## config.mk

```make
export PLATFORM = sky130hd
export DESIGN_NAME = ieeesr_status
export DESIGN_NICKNAME = d
export VERILOG_FILES = /design/src/shared/ieeesr_pkg.sv /design/src/rtl/ieeesr_err_queue.sv /design/src/rtl/ieeesr_status.sv
export SDC_FILE = /design/constraint.sdc
export NUM_CORES = 1
export LEC_CHECK = 0
export ABC_AREA = 0
export ABC_CLOCK_PERIOD_IN_PS = 5000
export BUFFER_PORTS_ARGS = -buffer_cell sky130_fd_sc_hd__buf_4
export CORE_ASPECT_RATIO = 2
export CORE_UTILIZATION = 40
export DETAILED_ROUTE_END_ITERATION = 12
export HOLD_SLACK_MARGIN = 0.02
export PLACE_DENSITY = 0.55
export SYNTH_ARGS = -nofsm -noshare
export SYNTH_HDL_FRONTEND = slang
export SYNTH_SLANG_ARGS = --single-unit
```

## constraint.sdc

```tcl
create_clock -name ref_clk -period 5 [get_ports ref_clk]
set_input_delay 0.25 -clock ref_clk [delete_from_list [all_inputs] [get_ports ref_clk]]
set_output_delay 0.25 -clock ref_clk [all_outputs]
set_load 0.05 [all_outputs]
```

## src/shared/ieeesr_pkg.sv

```systemverilog
package ieeesr_pkg;
    // status byte bit positions
    localparam int SSB_QUES = 3;
    localparam int SSB_MAV = 4;
    localparam int SSB_ESB = 5;
    localparam int SSB_MSS = 6;
    localparam int SSB_OPER = 7;
    // standard event register bit positions
    localparam int ESR_OPC = 0;
    localparam int ESR_QYE = 2;
    localparam int ESR_DDE = 3;
    localparam int ESR_EXE = 4;
    localparam int ESR_CME = 5;
    localparam int ESR_PON = 7;
    // output queue and error queue sizes
    localparam int OQ_DEPTH = 16;
    localparam int OQ_AW = 4;
    localparam int EQ_DEPTH = 8;
    localparam int EQ_AW = 3;
    // error codes, signed 16 bit
    localparam logic [15:0] ERR_NONE = 16'h0000;
    localparam logic [15:0] ERR_CMD = 16'hff9c; // -100
    localparam logic [15:0] ERR_EXEC = 16'hff38; // -200
    localparam logic [15:0] ERR_DEV = 16'hfed4; // -300
    localparam logic [15:0] ERR_OVF = 16'hfea2; // -350
    localparam logic [7:0] RESET_ZERO = 8'h00;

    typedef struct packed {
        logic syntax_err;
        logic range_err;
        logic hw_fault;
        logic query_err;
        logic op_complete;
    } ieeesr_event_t;

    typedef enum logic [1:0] {
        IEEESR_IDLE = 2'b00,
        IEEESR_PON = 2'b01
    } ieeesr_state_t;
endpackage

```

## src/rtl/ieeesr_err_queue.sv

```systemverilog
`timescale 1ns/100ps
`default_nettype none
module ieeesr_err_queue (
    input wire logic ref_clk,
    input wire logic rst_n,
    input wire logic clk_en,
    input wire logic clear,
    input wire logic push,
    input wire logic [15:0] push_code,
    input wire logic pop,
    output logic [15:0] head_code,
    output logic not_empty
);
    logic [15:0] mem [ieeesr_pkg::EQ_DEPTH];
    logic [ieeesr_pkg::EQ_AW-1:0] wp_reg;
    logic [ieeesr_pkg::EQ_AW-1:0] rp_reg;
    logic [ieeesr_pkg::EQ_AW:0] cnt_reg;
    logic full;
    logic last_slot;
    logic do_pop;
    logic do_push;

    assign full = cnt_reg == (ieeesr_pkg::EQ_AW+1)'(ieeesr_pkg::EQ_DEPTH);
    assign last_slot =
        cnt_reg == (ieeesr_pkg::EQ_AW+1)'(ieeesr_pkg::EQ_DEPTH - 1);
    assign do_pop = pop && cnt_reg != '0;
    // the last free slot is kept for the overflow code
    assign do_push = push && (!full || do_pop) && !(last_slot && !do_pop);

    always_ff @(posedge ref_clk) begin
        if (!rst_n || (clear && clk_en)) begin
            wp_reg <= '0;
            rp_reg <= '0;
            cnt_reg <= '0;
        end else if (clk_en) begin
            if (push && !do_push && !full) begin
                mem[wp_reg] <= ieeesr_pkg::ERR_OVF; // RULE14
                wp_reg <= wp_reg + 1'b1;
            end else if (do_push) begin
                mem[wp_reg] <= push_code;
                wp_reg <= wp_reg + 1'b1;
            end
            if (do_pop) begin
                rp_reg <= rp_reg + 1'b1; // RULE20
            end
            if ((push && !full) && !do_pop) begin
                cnt_reg <= cnt_reg + 1'b1;
            end else if (!(push && (!full || do_pop)) && do_pop) begin
                cnt_reg <= cnt_reg - 1'b1;
            end
        end
    end

    assign head_code = (cnt_reg != '0) ? mem[rp_reg] : ieeesr_pkg::ERR_NONE;
    assign not_empty = cnt_reg != '0;
endmodule
`default_nettype wire

```

## src/rtl/ieeesr_status.sv

```systemverilog
`timescale 1ns/100ps
`default_nettype none
// Contract
// RULE1: latch communication events; host cannot write them
// RULE2: event query returns then clears register
// RULE3: enable command loads event enable mask
// RULE4: power-up sets the power-on flag
// RULE5: status byte holds group summaries and flags
// RULE6: status byte query clears nothing
// RULE7: master summary is unlatched OR of enabled
// RULE8: response bytes kept first-in first-out
// RULE9: message-available set while output queue nonempty
// RULE10: event read clears its summary bit
// RULE11: syntax error enters code -100
// RULE12: range or limit error enters -200
// RULE13: hardware fault enters code -300
// RULE14: error buffer overflow enters code -350
// RULE15: host reads status byte, then events
// RULE16: host masks events it cannot remove
// RULE17: power-up zeros all but power-on flag
// RULE18: zero service mask never sets summary
// RULE19: event summary reported in bit five
// RULE20: error queue oldest first, zero when empty
module ieeesr_status (
    input wire logic ref_clk,
    input wire logic rst_n,
    input wire logic clk_en,
    input wire ieeesr_pkg::ieeesr_event_t events,
    input wire logic oper_summary,
    input wire logic ques_summary,
    input wire logic rst_cmd,
    input wire logic cls_cmd,
    input wire logic ese_wr,
    input wire logic sre_wr,
    input wire logic [7:0] wr_data,
    input wire logic esr_rd,
    input wire logic ssb_rd,
    input wire logic oq_push,
    input wire logic [7:0] oq_push_data,
    input wire logic oq_pop,
    input wire logic err_pop,
    output logic [7:0] esr_data,
    output logic [7:0] ese_data,
    output logic [7:0] sre_data,
    output logic [7:0] ssb_data,
    output logic [7:0] oq_head,
    output logic oq_full,
    output logic [15:0] err_code,
    output logic err_pending,
    output logic srq
);
    logic [7:0] esr_reg;
    logic [7:0] esr_next;
    logic [7:0] ese_reg;
    logic [7:0] sre_reg;
    logic [7:0] oq_mem [ieeesr_pkg::OQ_DEPTH];
    logic [ieeesr_pkg::OQ_AW-1:0] oq_wp_reg;
    logic [ieeesr_pkg::OQ_AW-1:0] oq_rp_reg;
    logic [ieeesr_pkg::OQ_AW:0] oq_cnt_reg;
    ieeesr_pkg::ieeesr_state_t state_reg;
    logic [7:0] ev_set;
    logic [7:0] ssb_live;
    logic [7:0] srq_mask;
    logic oq_do_push;
    logic oq_do_pop;
    logic eq_push;
    logic [15:0] eq_code;
    logic [15:0] eq_head;
    logic eq_ne;

    function automatic logic [7:0] ieeesr_bit(input int pos);
        ieeesr_bit = 8'h01 << pos;
    endfunction

    always_comb begin
        ev_set = ieeesr_pkg::RESET_ZERO;
        if (events.syntax_err) ev_set |= ieeesr_bit(ieeesr_pkg::ESR_CME);
        if (events.range_err) ev_set |= ieeesr_bit(ieeesr_pkg::ESR_EXE);
        if (events.hw_fault) ev_set |= ieeesr_bit(ieeesr_pkg::ESR_DDE);
        if (events.query_err) ev_set |= ieeesr_bit(ieeesr_pkg::ESR_QYE);
        if (events.op_complete) ev_set |= ieeesr_bit(ieeesr_pkg::ESR_OPC);
    end

    // new events win over a read-clear in the same cycle
    always_comb begin
        esr_next = esr_reg;
        if (esr_rd || cls_cmd) esr_next = ieeesr_pkg::RESET_ZERO; // RULE2
        if (rst_cmd) begin
            esr_next[ieeesr_pkg::ESR_PON] = 1'b0; // RULE17
        end
        esr_next = esr_next | ev_set; // RULE1
    end

    // power-on flag is set at the first enabled edge after reset release
    always_ff @(posedge ref_clk) begin
        if (!rst_n) begin
            state_reg <= ieeesr_pkg::IEEESR_PON;
            esr_reg <= ieeesr_pkg::RESET_ZERO; // RULE17
        end else if (clk_en) begin
            case (state_reg)
                ieeesr_pkg::IEEESR_PON: begin
                    esr_reg <=
                        ev_set | ieeesr_bit(ieeesr_pkg::ESR_PON); // RULE4
                    state_reg <= ieeesr_pkg::IEEESR_IDLE;
                end
                ieeesr_pkg::IEEESR_IDLE: begin
                    esr_reg <= esr_next;
                end
                default: begin
                    state_reg <= ieeesr_pkg::IEEESR_IDLE;
                end
            endcase
        end
    end

    always_ff @(posedge ref_clk) begin
        if (!rst_n || (rst_cmd && clk_en)) begin
            ese_reg <= ieeesr_pkg::RESET_ZERO;
            sre_reg <= ieeesr_pkg::RESET_ZERO;
        end else if (clk_en) begin
            if (ese_wr) ese_reg <= wr_data; // RULE3
            if (sre_wr) sre_reg <= wr_data;
        end
    end

    // output queue; a push when full is dropped unless a pop comes in the same cycle, host sees oq_full
    assign oq_do_pop = oq_pop && oq_cnt_reg != '0;
    assign oq_do_push = oq_push &&
        (oq_cnt_reg != (ieeesr_pkg::OQ_AW+1)'(ieeesr_pkg::OQ_DEPTH) ||
         oq_do_pop);

    always_ff @(posedge ref_clk) begin
        if (!rst_n) begin
            oq_wp_reg <= '0;
            oq_rp_reg <= '0;
            oq_cnt_reg <= '0;
        end else if (clk_en) begin
            if (oq_do_push) begin
                oq_mem[oq_wp_reg] <= oq_push_data; // RULE8
                oq_wp_reg <= oq_wp_reg + 1'b1;
            end
            if (oq_do_pop) oq_rp_reg <= oq_rp_reg + 1'b1; // RULE8
            if (oq_do_push && !oq_do_pop) oq_cnt_reg <= oq_cnt_reg + 1'b1;
            else if (!oq_do_push && oq_do_pop)
                oq_cnt_reg <= oq_cnt_reg - 1'b1;
        end
    end

    // summaries follow the latched registers, so clearing an event
    // register drops its summary bit too
    // mss bit in the mask is ignored; zero mask gives zero mss
    assign srq_mask = sre_reg & ~ieeesr_bit(ieeesr_pkg::SSB_MSS);

    always_comb begin
        ssb_live = ieeesr_pkg::RESET_ZERO;
        ssb_live[ieeesr_pkg::SSB_OPER] = oper_summary; // RULE5
        ssb_live[ieeesr_pkg::SSB_QUES] = ques_summary; // RULE5
        ssb_live[ieeesr_pkg::SSB_MAV] = oq_cnt_reg != '0; // RULE9
        ssb_live[ieeesr_pkg::SSB_ESB] = |(esr_reg & ese_reg); // RULE19 RULE10
        ssb_live[ieeesr_pkg::SSB_MSS] =
            |(ssb_live & srq_mask); // RULE7 RULE18
    end

    // error entry: one code per cycle, by severity
    always_comb begin
        eq_push = 1'b1;
        eq_code = ieeesr_pkg::ERR_NONE;
        if (events.hw_fault) eq_code = ieeesr_pkg::ERR_DEV; // RULE13
        else if (events.range_err) eq_code = ieeesr_pkg::ERR_EXEC; // RULE12
        else if (events.syntax_err) eq_code = ieeesr_pkg::ERR_CMD; // RULE11
        else eq_push = 1'b0;
    end

    ieeesr_err_queue u_errq (
        .ref_clk(ref_clk),
        .rst_n(rst_n),
        .clk_en(clk_en),
        .clear(cls_cmd),
        .push(eq_push),
        .push_code(eq_code),
        .pop(err_pop),
        .head_code(eq_head),
        .not_empty(eq_ne)
    );

    // registered outputs; status byte read has no side effect
    always_ff @(posedge ref_clk) begin
        if (!rst_n) begin
            esr_data <= ieeesr_pkg::RESET_ZERO;
            ese_data <= ieeesr_pkg::RESET_ZERO;
            sre_data <= ieeesr_pkg::RESET_ZERO;
            ssb_data <= ieeesr_pkg::RESET_ZERO;
            oq_head <= ieeesr_pkg::RESET_ZERO;
            oq_full <= 1'b0;
            err_code <= ieeesr_pkg::ERR_NONE;
            err_pending <= 1'b0;
            srq <= 1'b0;
        end else if (clk_en) begin
            esr_data <= esr_reg;
            ese_data <= ese_reg;
            sre_data <= sre_reg;
            ssb_data <= ssb_live; // RULE6
            oq_head <= (oq_cnt_reg != '0) ? oq_mem[oq_rp_reg] :
                ieeesr_pkg::RESET_ZERO;
            oq_full <=
                oq_cnt_reg == (ieeesr_pkg::OQ_AW+1)'(ieeesr_pkg::OQ_DEPTH);
            err_code <= eq_head; // RULE20
            err_pending <= eq_ne;
            srq <= ssb_live[ieeesr_pkg::SSB_MSS];
        end
    end

    logic unused_ssb_rd;
    assign unused_ssb_rd = ssb_rd;
endmodule
`default_nettype wire

```

# Yosys cells after proc, flatten, opt, wreduce, memory -nomap -nowiden
# Memories as Yosys holds them, arrays and structs flattened. A register that Yosys moved wholly into a read port is not among the register bits.
# Cells that the tools add are included.
[totals]
latch_bits = 0
reg_bits = 104
in_bits = 35
rom_bits = 0
mem_bits_rw = 256
elab_cells = 125
n_memories = 2
[classes]
mul = 0
n_bitwise = 5
n_lt_le_gt_ge = 0
n_mux = 40
eq_ne = 4
shifts = 0
add_sub_neg = 8
div_mod_pow = 0
n_reduce_logical = 47
[memory_table]
columns = ["name", "depth", "word_bits", "read_ports", "rd_clocked_by_memory_dff", "wr", "line_no", "rtl"]
rows = [
  ["oq_mem", 16, 8, 1, 1, 1, "ieeesr_status.sv:56", "logic [7:0] oq_mem [ieeesr_pkg::OQ_DEPTH];"],
  ["u_errq.mem", 8, 16, 1, 1, 1, "ieeesr_err_queue.sv:14", "logic [15:0] mem [ieeesr_pkg::EQ_DEPTH];"],
]
[ops]
columns = ["operator", "count"]
rows = [
  ["16-bit 2-to-1 mux", 5],
  ["4-bit 2-to-1 mux", 5],
  ["2-bit AND reduction", 10],
  ["1-bit 2-to-1 mux", 18],
  ["8-bit AND", 2],
  ["8-bit 2-to-1 mux", 2],
  ["8-bit case mux with 2 select lines", 1],
  ["8-bit OR reduction", 2],
  ["1-bit logical AND", 15],
  ["3-bit 2-to-1 mux", 5],
  ["5-bit 2-to-1 mux", 3],
  ["4-bit by 1-bit adder with 4-bit output (second input constant)", 3],
  ["1-bit logical NOT", 8],
  ["8-bit by 6-bit bitwise OR with 8-bit output", 1],
  ["2-bit nonzero test", 4],
  ["3-bit by 1-bit adder with 3-bit output (second input constant)", 2],
  ["6-bit 2-to-1 mux", 1],
  ["5-bit by 1-bit adder with 5-bit output (second input constant)", 1],
  ["5-bit equality test (second input constant)", 1],
  ["1-bit logical OR", 5],
  ["5-bit != test (second input constant)", 1],
  ["5-bit nonzero test", 1],
  ["5-bit by 1-bit subtractor with 5-bit output (second input constant)", 1],
  ["4-bit by 3-bit equality test with 1-bit output (second input constant)", 1],
  ["6 further kinds", 6],
]

# Longest topological paths before layout
# Gate-level depths: netlist (run 1).
[logic_depth]
depth_word = 14
mapped_depth = 10
depth_no_buf = 9

# Hierarchy
# From an unflattened synthesis (run 1), not the netlist that was laid out.
[hier_totals]
cells_unflattened = 912
hier_area_um2 = 14500.2
[modules_own_cells]
columns = ["module", "cells_each", "instances", "seq_area_each_um2", "area_each_um2"]
rows = [
  ["ieeesr_status", 603, 1, 5705.5, 8712.1],
  ["ieeesr_err_queue", 309, 1, 4103.9, 5788.1],
]

# Least setup slack after synthesis (run 1)
# Ideal clock, no wire load.
[synth_path]
path_kind = "register -> register"
from = "register oq_cnt_reg[0] (netlist name)"
to = "register oq_cnt_reg[4] (netlist name)"
setup_slack_ns = 2.349
setup_time_ns = 0.072
arrival_ns = 2.580
stages_incl_launch_ff = 11
path_cell_list = "dfxtp_1 or4_4 buf_6 o21ai_0 ha_1 inv_1 fa_1 a21o_1 a21oi_1 mux2i_1 mux2i_1"
[synth_between]
elab_chain_cells = 8
elab_cells_between_ends = 15
classes_between = "add/sub: 2; eq/ne: 1; mux: 2; reduce/logical: 10"
[synth_lines]
columns = ["item", "line_no", "rtl"]
rows = [
  ["from (decl)", "ieeesr_status.sv:59", "logic [ieeesr_pkg::OQ_AW:0] oq_cnt_reg;"],
  ["from (signal assigned)", "ieeesr_status.sv:143", "if (oq_do_push && !oq_do_pop) oq_cnt_reg <= oq_cnt_reg + 1'b1;"],
  ["from (signal assigned)", "ieeesr_status.sv:145", "oq_cnt_reg <= oq_cnt_reg - 1'b1;"],
  ["parallel branches: the longest is 8 deep, another holds 5-bit by 1-bit subtractor with 5-bit output", "n/a", ""],
]
# Parallel ways; which one is timed is not known. The select of a mux whose other input is x is not followed.
# A chain may end at the register's enable or synchronous reset.

# Worst setup path in the final report (run 1)
# Ends and elaborated chain as after synthesis.

==> qor.yml, run 1 <==
status: "finished, final reports clean"
yosys_most_used_dff: "edfxtp_1"
core_sq_um: 28200
synth_edf_count: 192
final_hold_viol_count: 0
ios: 94
cp_max_fo: 9
grt_pass1_wl_um: 38300
detail_route.wl_per_cell_um: 19.7
antenna_found_initial: 0
dp_hpwl_um: 17100
period_needed_ns: 2.87
critPathCaptureType: "register"
cap_violations: 0
cts_sinks: 290
place_ws_ns: 2.14
synth.area.top_cells: "edfxtp_1 (50%), dfxtp_1 (17%), mux4_2 (9.4%), mux2i_1 (4.9%), nor2_1 (2.9%)"
grtUsageTotal: 0.172
power_density_nw_per_um2: 415
slew_viol_final: 0
p_leak_uw: 0.00474
crit_chain: "or4_4 > o21ai_0 > ha_1 > inv_1 > fa_1 > a21o_1 > a21oi_1 > mux2i_1 > mux2i_1"
die-width_um: 122
gpl.final_weighted_congestion: 0.824
ys_ff_latch: 290
grt_max_degree: 75
rsz0062_at_grt: "false"
yosys_warnings: 0
dr.pass1.iters: 4
rows: 87
die_h_um: 242
vdd_drop_max_mv: 0.265
first_iter_violations: 282
syn_inst: 773
crit_required_ns: 5.48
critPathBufInv: 1
synth_area_sq_um: 11500
layout_setup_ws_ns: 2.13
largestRegisters: "oq_mem (128), u_errq.mem (64)"
die-area_sq_um: 29500
largest_reg_flops: 128
clk_latency_ns: 0.55
worstMarginPinSlew_ns: 1.13
setup_viol: 0
fin_worst_skew_ns: 0.0192
grt_overflow: 0
multi_input_area_sq_um: 3500
clkTransAtPathRegs_ns: 0.07
critPathLaunchType: "register"
crit_path_top_delay_cell: "or4_4"
routed_wl_um: 24600
regMostFlops: "oq_mem"
worstSetupPathType: "register to register"
layout.nets: 924
synth-async-reset-ratio: 0
vias: 6523
drive_gt1_frac: 0.214
synth.distinct_cells: 57
yosysTopAreaCell: "edfxtp_1"
postSynthAreaPerCell_sq_um: 14.9
via_per_inst: 5.22
tns_ns: 0
start_util: 0.408
synth_common_cells: "edfxtp_1 (192), dfxtp_1 (98), nor2_1 (90), mux2i_1 (56), nand2_1 (51)"
cts_root_buffer: "clkbuf_16"
drc: 0
cts_max_path_buffers: 3
io_buffers: 86
htree_levels: 1
worst_path_most_repeated_cell: "mux2i_1"
n_fill_cell: 2457
slew_headroom: 0.243
diodes: 0
synth.most_common_cell: "edfxtp_1"
seq_area_sq_um: 7730
r2r_slack_ns: 2.13
min_path_type: "primary input to register"
synth_top_area_share: 0.501
crit_family: "simple AND/OR/NAND/NOR gates"
cts_tree: "built"
post_cts_buffers: 0
cts_buffers: 26
area_growth_pct: 17.6
ys_seq_area_frac: 0.671
fin_crit_sh: 0.574
crit_path_max_incr_delay_ns: 0.66
crit_arrival_ns: 3.35
ant_nets: 0
first_global_vias: 6923
fmax_mhz: 348
==> what timing repair did <==
action,in CTS,in global routing
hold buffers,24,0
resized for setup,0,0
hold endpoints to repair,69,0
==> logic make-up after synthesis <==
family,after synthesis,synth area share
compound gates,88,0.0554
xor+xnor,11,0.00837
fa+ha+maj,15,0.0176
buf+inv,65,0.0285
flops,290,0.671
mux,104,0.143
other cells,2,0.000652
simple gates,198,0.0757
==> path summary, 6_finish.rpt <==
check | startpoint | to | cells after the start
max | oq_cnt_reg[0]$_SDFFE_PN0P_ | oq_cnt_reg[4]$_SDFFE_PN0P_ | 9
min reg2reg | sre_reg[2]$_SDFFE_PP0P_ | sre_reg[2]$_SDFFE_PP0P_ | 2
max reg2reg | oq_cnt_reg[0]$_SDFFE_PN0P_ | oq_cnt_reg[4]$_SDFFE_PN0P_ | 9
min | oq_push_data[0] | oq_mem[14][0]$_DFFE_PP_ | 1
==> layout make-up <==
class                      count  share of cell area
sequential                   290               0.571
multi-input combinational    430               0.259
timing repair buffer         116              0.0687
clock buffer                  31              0.0510
tap                          356              0.0329
clock inverter                16              0.0152
inverter                      10             0.00277
==> report_power, final <==
group	internal [uW]	total, uW	switching [uW]
Clock	1200	2080	880
Combinational	314	797	483
Sequential	2640	2740	106
Total	4150	5620	1470
==> worst reg2reg max path, delay by kind of cell, from the launching register on <==
kind                       cells  cell delay [ns]
DFF                            1             0.37
muxes                          2             0.46
AOI/OAI and AO/OA              3             0.59
and+or+nand+nor                1             0.66
adders and majority gates      2             0.62
buffers and inverters          1             0.11
==> through the flow <==
| stage | utilization | power [uW] | hold WS [ns] | instances | area (sq um) |
|---|---|---|---|---|---|
| 6_report | 0.480 | 5620 | 0.0324 | 1249 | 13500 |
| 5_1_grt | 0.480 | 5830 | 0.0359 | 1249 | 13500 |
| 4_1_cts | 0.480 | 5680 | 0.0227 | 1249 | 13500 |
| 3_5_place_dp | 0.440 | 3590 | 0.450 | 1178 | 12400 |
| 3_3_place_gp | 0.440 | 3560 | 0.446 | 1178 | 12400 |
| 2_1_floorplan | - | 3390 | 0.349 | 785 | 11600 |
==> per-layer routing <==
layer	global-route usage	up-vias	wire, um
li1	-	3084	-
met1	0.169	3274	8440
met2	0.347	124	14700
met3	0.0186	41	768
met4	0.0657	0	689
met5	0	-	0
==> cell usage in the layout (no fill, tap or decap), drive strengths merged, types with 2 or more instances in the layout <==
cell	n
buf	92
conb	14
dlygate4sd3	24
nand3b	2
clkinv	7
o211ai	2
edfxtp	192
ha	13
or3	6
o2111ai	2
nand2b	5
inv	10
fa	2
o31ai	3
nor3	5
xnor2	5
a222oi	2
or4	2
a21o	2
nand2	51
dfxtp	98
nor4	4
nor2	90
a211oi	2
nand3	22
clkbuf	31
o21ai	18
o31a	4
xor2	6
mux2i	56
bufinv	4
a211o	10
a21oi	28
and3	2
clkinvlp	5
a22oi	6
nand4	5
mux4	48
(Power assumes the default switching activity.)
==> inputs of run 2 (changes only) <==
ABC_CLOCK_PERIOD_IN_PS = 2500   (was 5000)
PLACE_DENSITY = 0.57   (was 0.55)
clock period = 2.5 ns   (was 5 ns; I/O delays follow)
==> run 2 against run 1 <==
  * Final area rose by 2.4%
  * Largest power group unchanged
  * Die area unchanged
  * Highest routed layer unchanged
  * Register-to-register slack worse by 2.1 ns
  * Clock skew up 0.0019 ns
  * Largest cell class unchanged
  * Critical path type unchanged
==> qor.yml, run 2 (synthesis results as in run 1) <==
status: "finished, final reports clean"
r2r_slack_ns: 0.04
io_buffers: 86
gpl.final_weighted_congestion: 0.762
whs_path_depth: 4
slew_viol_final: 0
via_per_inst: 5.11
rsz0062_at_grt: "true"
clk_latency_ns: 0.55
area_growth_pct: 20.5
start_util: 0.408
final_cell_mix: "edfxtp_1 (192), buf_4 (111), dfxtp_1 (94)"
min_to: "esr_reg[0]$_SDFFE_PN0P_"
critPathLaunchType: "register"
crit_family: "adder cells"
layout.nets: 960
core_sq_um: 28200
min_path_type: "primary input to register"
crit_arrival_ns: 2.95
drive_gt1_frac: 0.234
rr_worst_depth: 9
dr.pass1.iters: 5
final_hold_viol_count: 0
p_leak_uw: 0.00490
regMostFlops: "oq_mem"
critPathBufInv: 1
crit_required_ns: 2.99
min_from: "esr_rd"
htree_levels: 1
vdd_drop_max_mv: 0.664
grt_max_degree: 65
die-width_um: 122
drc: 0
die_h_um: 242
reg2reg_to: "oq_cnt_reg[4]$_SDFFE_PN0P_"
antenna_found_initial: 0
grtUsageTotal: 0.174
cts_sinks: 290
largestRegisters: "oq_mem (128), u_errq.mem (64)"
clkTransAtPathRegs_ns: 0.07
grt_util_met2: 0.336
rows: 87
cts_root_buffer: "clkbuf_16"
grt_overflow: 0
setup_viol: 0
worstSetupPathType: "register to register"
diodes: 0
grtUsageMet3: 0.0217
crit_chain: "or4_4 > o21ai_2 > ha_2 > inv_4 > fa_2 > a21o_1 > a21oi_2 > mux2i_1 > mux2i_1"
fin_crit_sh: 0.984
r2r_start: "oq_cnt_reg[1]$_SDFFE_PN0P_"
die-area_sq_um: 29500
ios: 94
worstMarginPinSlew_ns: 1.04
crit_path_top_delay_cell: "or4_4"
largest_reg_flops: 128
use_met1: 0.183
vias: 6571
fin_worst_skew_ns: 0.0211
cts_buffers: 26
first_iter_violations: 403
cts_tree: "built"
cts_max_path_buffers: 3
period_needed_ns: 2.46
layout_commonest_cell: "edfxtp_1"
dp_hpwl_um: 16700
slew_headroom: 0.305
grt_pass1_wl_um: 38500
ant_nets: 0
fin_total_pwr_uw: 11300
tns_ns: 0
fmax_mhz: 407
critPathCaptureType: "register"
detail_route.wl_per_cell_um: 19.2
grt_busiest_layer: "met2"
cp_max_fo: 5
first_global_vias: 7004
routed_wl_um: 24700
worst_path_most_repeated_cell: "mux2i_1"
cap_violations: 0
crit_path_max_incr_delay_ns: 0.57
power_density_nw_per_um2: 816
## run 2: area by class of cell
| class | instances | area (sq um) |
|---|---|---|
| Clock buffer | 39 | 739 |
| Sequential cell | 290 | 7730 |
| Timing Repair Buffer | 152 | 1260 |
| Multi-Input combinational cell | 430 | 3530 |
| Clock inverter | 9 | 113 |
| Inverter | 10 | 40.0 |
| Fill cell | 2429 | 14300 |
| Tap cell | 356 | 445 |
## run 2: stage by stage
| stage | cells | util | cell area [sq um] | hold slack [ns] | worst slack [ns] |
|---|---|---|---|---|---|
| 6_report | 1286 | 0.492 | 13900 | 0.0918 | 0.0405 |
| 5_1_grt | 1286 | 0.492 | 13900 | 0.0961 | -0.0654 |
| 3_5_place_dp | 1197 | 0.447 | 12600 | 0.385 | 0.0153 |
| 3_3_place_gp | 1197 | 0.447 | 12600 | 0.379 | 0.0692 |
| 2_1_floorplan | 785 | - | 11600 | 0.224 | 0.00333 |
| 4_1_cts | 1284 | 0.491 | 13800 | 0.0644 | 0.0418 |
## run 2: where the power goes
group	switching (uW)	leakage, uW	internal, uW	total (uW)
registers	118	0.00254	5280	5390
logic	1120	0.00196	803	1930
clock network	1740	0.000412	2260	4000
## run 2: worst register-to-register path, cell delays in order, from the launching register on
cell and delay, ns:
dfxtp_2 0.32, or4_4 0.57, o21ai_2 0.16, ha_2 0.22, inv_4 0.06, fa_2 0.36
a21o_1 0.17, a21oi_2 0.14, mux2i_1 0.22, mux2i_1 0.19
## run 2: how the worst max path moves through the flow
stage,slack (ns),to,cells after the start,from
6_report,0.04,oq_cnt_reg[4]$_SDFFE_PN0P_,9,oq_cnt_reg[1]$_SDFFE_PN0P_
5_1_grt,-0.07,oq_cnt_reg[4]$_SDFFE_PN0P_,9,oq_cnt_reg[1]$_SDFFE_PN0P_
4_1_cts,0.04,oq_cnt_reg[4]$_SDFFE_PN0P_,9,oq_cnt_reg[3]$_SDFFE_PN0P_
3_5_place_dp,0.02,oq_cnt_reg[4]$_SDFFE_PN0P_,9,oq_cnt_reg[3]$_SDFFE_PN0P_
3_3_place_gp,0.07,oq_cnt_reg[4]$_SDFFE_PN0P_,9,oq_cnt_reg[3]$_SDFFE_PN0P_
2_1_floorplan,0.003,oq_cnt_reg[4]$_SDFFE_PN0P_,10,oq_cnt_reg[3]$_SDFFE_PN0P_
## run 2: layer usage
layer / wire length, um / vias up
li1: - / 3163
met1: 9110 / 3256
met2: 14100 / 112
met3: 738 / 40
met4: 781 / 0
met5: 0 / -
## run 2: what timing repair did
| item | CTS | global route |
|---|---|---|
| hold buffers | 39 | 0 |
| buffers inserted | 0 | 2 |
| resized for setup | 0 | 1 |
| endpoints found under the hold margin | 166 | 0 |
| endpoints found under the setup margin | 0 | 2 |
